<file path="src/inc/nts_pkg.sv">
// Package of constants and types shared by both ends of the timestamp sync link
package nts_pkg;

  // ----------------------------------------
  // Time base
  // ----------------------------------------
  localparam int NTS_TIME_W = 32;
  localparam int unsigned NTS_CLK_MHZ = 100;
  localparam int unsigned NTS_US_NS = 1000;
  localparam int unsigned NTS_CLK_NS = 10;
  localparam int unsigned NTS_US_CYCLES = NTS_US_NS / NTS_CLK_NS;
  localparam logic [31:0] NTS_TIME_RESET = 32'h0000_0000;

  // ----------------------------------------
  // Partner timing
  // ----------------------------------------
  localparam logic [31:0] NTS_SOC_OFFSET_US = 32'h0000_0014;
  localparam logic [31:0] NTS_LINK_CYCLE_US = 32'h0000_03E8;

  typedef logic [NTS_TIME_W-1:0] nts_time_t;

  // Wrap-safe "a is before b" using signed difference
  function automatic logic nts_before(input nts_time_t a, input nts_time_t b);
    nts_time_t d;
    d = a - b;
    return d[NTS_TIME_W-1];
  endfunction : nts_before

endpackage : nts_pkg

</file>
<file path="src/inc/nts_link_if.sv">
// Interface joining the controller end and the module end
`timescale 1ns/1ps
interface nts_link_if;
  import nts_pkg::*;
  logic cycle_start;
  nts_time_t sys_time;
  logic startup;

  modport ctrl
  (
    output cycle_start,
    output sys_time,
    output startup
  );
  modport dev
  (
    input cycle_start,
    input sys_time,
    input startup
  );
endinterface : nts_link_if

</file>
<file path="src/design/nts_device.sv">
// Module end: local time base, offset store, input/measure stamping, scheduled output
`timescale 1ns/1ps
module nts_device
(
  input wire logic clk,
  input wire logic rst_n,
  nts_link_if.dev link,
  input wire logic in_pin,
  input wire logic meas_start,
  input wire logic meas_end,
  input wire logic sched_load,
  input wire logic sched_level,
  input wire nts_pkg::nts_time_t sched_time,
  output logic synced,
  output nts_pkg::nts_time_t rise_time,
  output logic rise_valid,
  output nts_pkg::nts_time_t fall_time,
  output logic fall_valid,
  output nts_pkg::nts_time_t meas_start_time,
  output nts_pkg::nts_time_t meas_end_time,
  output logic meas_valid,
  output logic out_pin,
  output logic sched_pending
);
  import nts_pkg::*;

  // ----------------------------------------
  // Microsecond tick and local counter
  // ----------------------------------------
  logic [7:0] pre;
  logic [7:0] next_pre;
  nts_time_t local_time;
  nts_time_t next_local_time;
  logic us_tick;

  // Prescale must fit the 8-bit divider; refused at elaboration
  if (NTS_US_CYCLES < 1 || NTS_US_CYCLES > 255)
  begin : g_prescale_check
    $error("prescale out of range");
  end

  // Free-running local base; unsynchronised to the master by design
  always_comb
  begin
    us_tick = (pre == 8'(NTS_US_CYCLES - 1));
    next_pre = us_tick ? 8'h00 : pre + 8'h01;
    next_local_time = us_tick ? local_time + 32'h0000_0001 : local_time;
  end

  always_ff @(posedge clk)
  begin
    if (!rst_n)
    begin
      pre <= 8'h00;
      local_time <= NTS_TIME_RESET;
    end
    else
    begin
      pre <= next_pre;
      local_time <= next_local_time;
    end
  end

  // ----------------------------------------
  // Offset store and corrected time
  // ----------------------------------------
  nts_time_t offset;
  nts_time_t next_offset;
  logic next_synced;
  nts_time_t now_sys;

  // Offset refreshed each cycle start; startup forces a fresh alignment
  always_comb
  begin
    next_offset = offset;
    next_synced = synced;
    if (link.startup || link.cycle_start)
    begin
      next_offset = link.sys_time - local_time;
      next_synced = 1'b1;
    end
    now_sys = local_time + offset;
  end

  always_ff @(posedge clk)
  begin
    if (!rst_n)
    begin
      offset <= NTS_TIME_RESET;
      synced <= 1'b0;
    end
    else
    begin
      offset <= next_offset;
      synced <= next_synced;
    end
  end

  // ----------------------------------------
  // Input edge and measurement stamps
  // ----------------------------------------
  logic in_q;
  logic next_in_q;
  nts_time_t next_rise_time;
  nts_time_t next_fall_time;
  nts_time_t next_ms_time;
  nts_time_t next_me_time;
  logic next_rise_valid;
  logic next_fall_valid;
  logic next_meas_valid;

  // Stamps are taken in the edge cycle, so they always lie in the past
  always_comb
  begin
    next_in_q = in_pin;
    next_rise_time = rise_time;
    next_fall_time = fall_time;
    next_ms_time = meas_start_time;
    next_me_time = meas_end_time;
    next_rise_valid = 1'b0;
    next_fall_valid = 1'b0;
    next_meas_valid = 1'b0;
    if (in_pin && !in_q)
    begin
      next_rise_time = now_sys;
      next_rise_valid = 1'b1;
    end
    if (!in_pin && in_q)
    begin
      next_fall_time = now_sys;
      next_fall_valid = 1'b1;
    end
    if (meas_start)
      next_ms_time = now_sys;
    if (meas_end)
    begin
      next_me_time = now_sys;
      next_meas_valid = 1'b1;
    end
  end

  always_ff @(posedge clk)
  begin
    if (!rst_n)
    begin
      in_q <= 1'b0;
      rise_time <= NTS_TIME_RESET;
      fall_time <= NTS_TIME_RESET;
      meas_start_time <= NTS_TIME_RESET;
      meas_end_time <= NTS_TIME_RESET;
      rise_valid <= 1'b0;
      fall_valid <= 1'b0;
      meas_valid <= 1'b0;
    end
    else
    begin
      in_q <= next_in_q;
      rise_time <= next_rise_time;
      fall_time <= next_fall_time;
      meas_start_time <= next_ms_time;
      meas_end_time <= next_me_time;
      rise_valid <= next_rise_valid;
      fall_valid <= next_fall_valid;
      meas_valid <= next_meas_valid;
    end
  end

  // ----------------------------------------
  // Scheduled output edge
  // ----------------------------------------
  nts_time_t sched_at;
  nts_time_t next_sched_at;
  logic sched_lvl;
  logic next_sched_lvl;
  logic next_sched_pending;
  logic next_out_pin;

  // One pending edge; a new load replaces it. Past times fire at once.
  always_comb
  begin
    next_sched_at = sched_at;
    next_sched_lvl = sched_lvl;
    next_sched_pending = sched_pending;
    next_out_pin = out_pin;
    if (sched_pending && !nts_before(now_sys, sched_at))
    begin
      next_out_pin = sched_lvl;
      next_sched_pending = 1'b0;
    end
    if (sched_load)
    begin
      next_sched_at = sched_time;
      next_sched_lvl = sched_level;
      next_sched_pending = 1'b1;
    end
  end

  always_ff @(posedge clk)
  begin
    if (!rst_n)
    begin
      sched_at <= NTS_TIME_RESET;
      sched_lvl <= 1'b0;
      sched_pending <= 1'b0;
      out_pin <= 1'b0;
    end
    else
    begin
      sched_at <= next_sched_at;
      sched_lvl <= next_sched_lvl;
      sched_pending <= next_sched_pending;
      out_pin <= next_out_pin;
    end
  end

endmodule : nts_device

</file>
<file path="src/flat_wrapper.sv">
// flat-port wrapper written by rule: the top's interface ports become plain ports
module nts_device_flat import nts_pkg::*;
  (clk, rst_n, in_pin, meas_start, meas_end, sched_load, sched_level, sched_time, synced, rise_time, rise_valid, fall_time, fall_valid, meas_start_time, meas_end_time, meas_valid, out_pin, sched_pending, link_cycle_start, link_sys_time, link_startup);
  nts_link_if link_i ();
  input wire logic clk;
  input wire logic rst_n;
  input wire logic in_pin;
  input wire logic meas_start;
  input wire logic meas_end;
  input wire logic sched_load;
  input wire logic sched_level;
  input wire nts_pkg::nts_time_t sched_time;
  output logic synced;
  output nts_pkg::nts_time_t rise_time;
  output logic rise_valid;
  output nts_pkg::nts_time_t fall_time;
  output logic fall_valid;
  output nts_pkg::nts_time_t meas_start_time;
  output nts_pkg::nts_time_t meas_end_time;
  output logic meas_valid;
  output logic out_pin;
  output logic sched_pending;
  input wire logic [$bits(link_i.cycle_start)-1:0] link_cycle_start;
  input wire logic [$bits(link_i.sys_time)-1:0] link_sys_time;
  input wire logic [$bits(link_i.startup)-1:0] link_startup;
  assign link_i.cycle_start = link_cycle_start;
  assign link_i.sys_time = link_sys_time;
  assign link_i.startup = link_startup;
  nts_device u_core (.clk(clk), .rst_n(rst_n), .link(link_i), .in_pin(in_pin), .meas_start(meas_start), .meas_end(meas_end), .sched_load(sched_load), .sched_level(sched_level), .sched_time(sched_time), .synced(synced), .rise_time(rise_time), .rise_valid(rise_valid), .fall_time(fall_time), .fall_valid(fall_valid), .meas_start_time(meas_start_time), .meas_end_time(meas_end_time), .meas_valid(meas_valid), .out_pin(out_pin), .sched_pending(sched_pending));
endmodule
</file>
<file path="config.mk">
export PLATFORM = sky130hd
export DESIGN_NAME = nts_device_flat
export DESIGN_NICKNAME = d
export VERILOG_FILES = /design/src/inc/nts_pkg.sv /design/src/inc/nts_link_if.sv /design/src/design/nts_device.sv /design/src/flat_wrapper.sv
export SDC_FILE = /design/constraint.sdc
export NUM_CORES = 1
export LEC_CHECK = 0
export BUFFER_PORTS_ARGS = -buffer_cell sky130_fd_sc_hd__buf_4
export CAP_MARGIN = 25
export CORE_MARGIN = 1
export CORE_UTILIZATION = 51
export DETAILED_ROUTE_END_ITERATION = 7
export PLACE_DENSITY = 0.73
export SLEW_MARGIN = 10
export SYNTH_ARGS = -nofsm -noshare
export SYNTH_HDL_FRONTEND = slang
export SYNTH_SLANG_ARGS = --single-unit
</file>
<file path="constraint.sdc">
create_clock -name clk -period 5.9 [get_ports clk]
set_input_delay 1.18 -clock clk [delete_from_list [all_inputs] [get_ports clk]]
set_output_delay 1.18 -clock clk [all_outputs]
set_load 0.01 [all_outputs]
</file>
==> metrics.txt <==
die width=159 µm; Critical Path AT=5.60 ns; Tmin final=5.15 ns; Clock Skew=0.00965 ns; CP Buf/Inv Count=1; Power Density=265 mW/mm²; cts hold-fix bufs=0; DRT Pass-1 Iters=7; commonest non-fill, non-tap cells in the layout=dfxtp_1, buf_4, nor2_1, nand2_1, a21oi_1; Worst Setup Start Kind=register; largest stage delay on the critical path=0.46 ns; commonest non-fill, non-tap cell in the layout=dfxtp_1; met2 Use GR=0.398; Hold Crit Class=reg -> reg; drt total wl=33400 µm; Max Clk Rate=194 MHz; share of cells above drive strength 1=0.165; routed len/inst=16.5 µm; Syn Inst Count=1506; synthesized area=0.0126 mm²; CTS Buf Count=26; area of the multi-input gates=0.00728 mm²; Final Setup Violations=0; EDFF count, synth=0; total congestion overflow=0; initial DRC count=840; FF+latch area=0.00480 mm²; clock sinks=240; count of different cell masters after synthesis=72; post-synthesis sequential area ratio=0.380; io pins=207; Synth Net Count=1675; routed vias/inst=5.43; status=complete, no violations; FP Rows=57; Die Ht=159 µm; CP Cell Sequence=ha_1 -> inv_1 -> fa_1 -> nor2b_1 -> o21a_1 -> o21ai_1 -> a21oi_1 -> o21ai_1 -> o31ai_1 -> a21oi_1 -> nor2b_1 -> nor2_1 -> xnor2_1 -> ha_1 -> nand4_1 -> nor4_1 -> o2111ai_1 -> o2111ai_1 -> xnor2_1 -> xnor2_1 -> nor2b_1 -> mux2i_1; Fill cells=2137; worst vdd ir=0.212 mV; met1 Use GR=0.357; final hold vios=0; Top delay family on crit path=compound AO/OA/AOI/OAI gates; Worst slew margin=0.296; Reg clk slew, reported paths=0.06 ns; setup_tns=0 ns; Post-DRT Antenna Nets=0; Yosys reg bits=240; number of global-route vias before repair=10.1k; Post-layout nets=1847; starting density of the core=0.520; clock root buffer master=clkbuf_16; Top Usage Layer GRT=met2; clock buffer depth=3; MaxCap Viol Count=0; die area=0.0254 mm²; GRT Util Overall=0.252; slowest stage cell, crit path=o31ai_1; DP Wirelength=24300 µm; first-pass GRT wire length=52200 µm; WS Path Type=reg -> reg; largest net degree at the start of global routing=118; Post-CTS Setup Repair Bufs=0; Global Route met3 Usage=0.0318; total chip power=4.06 mW; clk_lat worst skew=0.52 ns; final estimated routing congestion in global placement=0.869; CORE AREA=0.0243 mm²; ANT cells=0; P_leak=6.73 nW; Slew Limit Fails=0; crit-path max FO=9; Data required, critical path=6.35 ns; crit share post-route=0.873; RSZ-0062 raised after global routing=false; Buffers on Ports=206; CTS tree=done; synth warn=0; ys flop type=dfxtp_1; synthesis-to-finish area growth=21.1%; Avg Cell Area, Syn=8.39 µm²; via count=11.0k; DR DRC count=0; H-tree levels=1; nature of the critical path endpoint=register; Resized cells post-CTS=0; initial antenna violation count=0; Async SR Flop Fraction=0; Slew @ Worst Pin=1.05 ns
-- registers in the layout, indices dropped and copies added (netlist names), 8 cells and up --
| register | count |
|---|---|
| u_core.rise_time | 32 |
| u_core.pre | 8 |
| u_core.fall_time | 32 |
| u_core.meas_end_time | 32 |
| u_core.sched_at | 32 |
| u_core.local_time | 32 |
| u_core.offset | 32 |
| u_core.meas_start_time | 32 |
-- worst paths after layout --
path                                      from                                 to  slack (ns)  depth (start not counted)
max          u_core.local_time[0]$_SDFFE_PN0P_        u_core.out_pin$_SDFFE_PN0P_        0.75                         22
min          u_core.fall_time[16]$_SDFFE_PN0P_  u_core.fall_time[16]$_SDFFE_PN0P_        0.45                          2
max reg2reg  u_core.local_time[0]$_SDFFE_PN0P_        u_core.out_pin$_SDFFE_PN0P_        0.75                         22
min reg2reg  u_core.fall_time[16]$_SDFFE_PN0P_  u_core.fall_time[16]$_SDFFE_PN0P_        0.45                          2
-- power by group --
group	internal [mW]	switching [mW]
clock network	1.01	0.683
logic	0.262	0.352
registers	1.70	0.0471
total	2.98	1.08
-- layer usage --
layer  share of wire  vias up  wire (µm)
li1                -     5548          -
met1            0.49     5092      16300
met2            0.44      299      14600
met3           0.049       47       1650
met4           0.026        0        863
met5               0        -          0
-- through the flow --
step           utilization  instance area (µm²)  worst slack [ns]  std cells  hold WS, ns
2_1_floorplan            -                12600              1.63       1506        0.436
3_3_place_gp         0.592                14400             0.944       1974        0.442
3_5_place_dp         0.592                14400             0.786       1974        0.447
4_1_cts              0.630                15300             0.751       2022        0.455
5_1_grt              0.630                15300             0.334       2022        0.470
6_report             0.630                15300             0.750       2022        0.453
-- synthesized netlist by cell type, drive strengths merged (3+ instances only) --
cell type,count,area (µm²)
nor4,5,67.6
a21oi,118,591
a21o,37,278
nand3b,3,22.5
and2,10,62.6
nor3,20,116
nand4b,4,35.0
buf,12,46.3
nand2b,12,75.1
o31ai,7,52.6
mux2i,82,821
or3,11,68.8
a211oi,33,253
a2111oi,3,40.0
nand3,53,280
o21a,11,82.6
o21ai,48,240
xnor2,63,567
nor2b,18,113
nor2,201,757
a31oi,4,25.0
clkbuf,56,210
o21bai,7,52.6
o211ai,8,60.1
xor2,20,175
o41ai,3,33.8
a311oi,3,26.3
a21boi,4,30.0
dfxtp,240,4800
ha,94,1180
inv,85,319
o2111ai,5,43.8
nand4,15,100
nand2,165,619
nor3b,3,22.5
and3,13,81.3
-- kinds of logic after synthesis --
| family | share of synthesized area |
|---|---|
| AO/OA/AOI/OAI | 0.156 |
| XOR/XNOR | 0.0587 |
| adder cells (fa/ha/maj) | 0.0962 |
| buffers and inverters | 0.0458 |
| flip-flops | 0.380 |
| multiplexers | 0.0649 |
| AND/OR/NAND/NOR | 0.198 |
-- cell type report --
class,instances,area share
Tap cell,324,0.0265
Multi-Input combinational cell,1112,0.475
Sequential cell,240,0.314
Clock inverter,15,0.0114
Clock buffer,33,0.0476
Inverter,86,0.0214
Timing Repair Buffer,212,0.104
-- worst min-delay path, stage by stage (launching register included) --
cell     delay [ns]
dfxtp_1        0.31
nand2_1        0.05
a21oi_1        0.05
No activity file was read; power rests on OpenSTA's default activity.
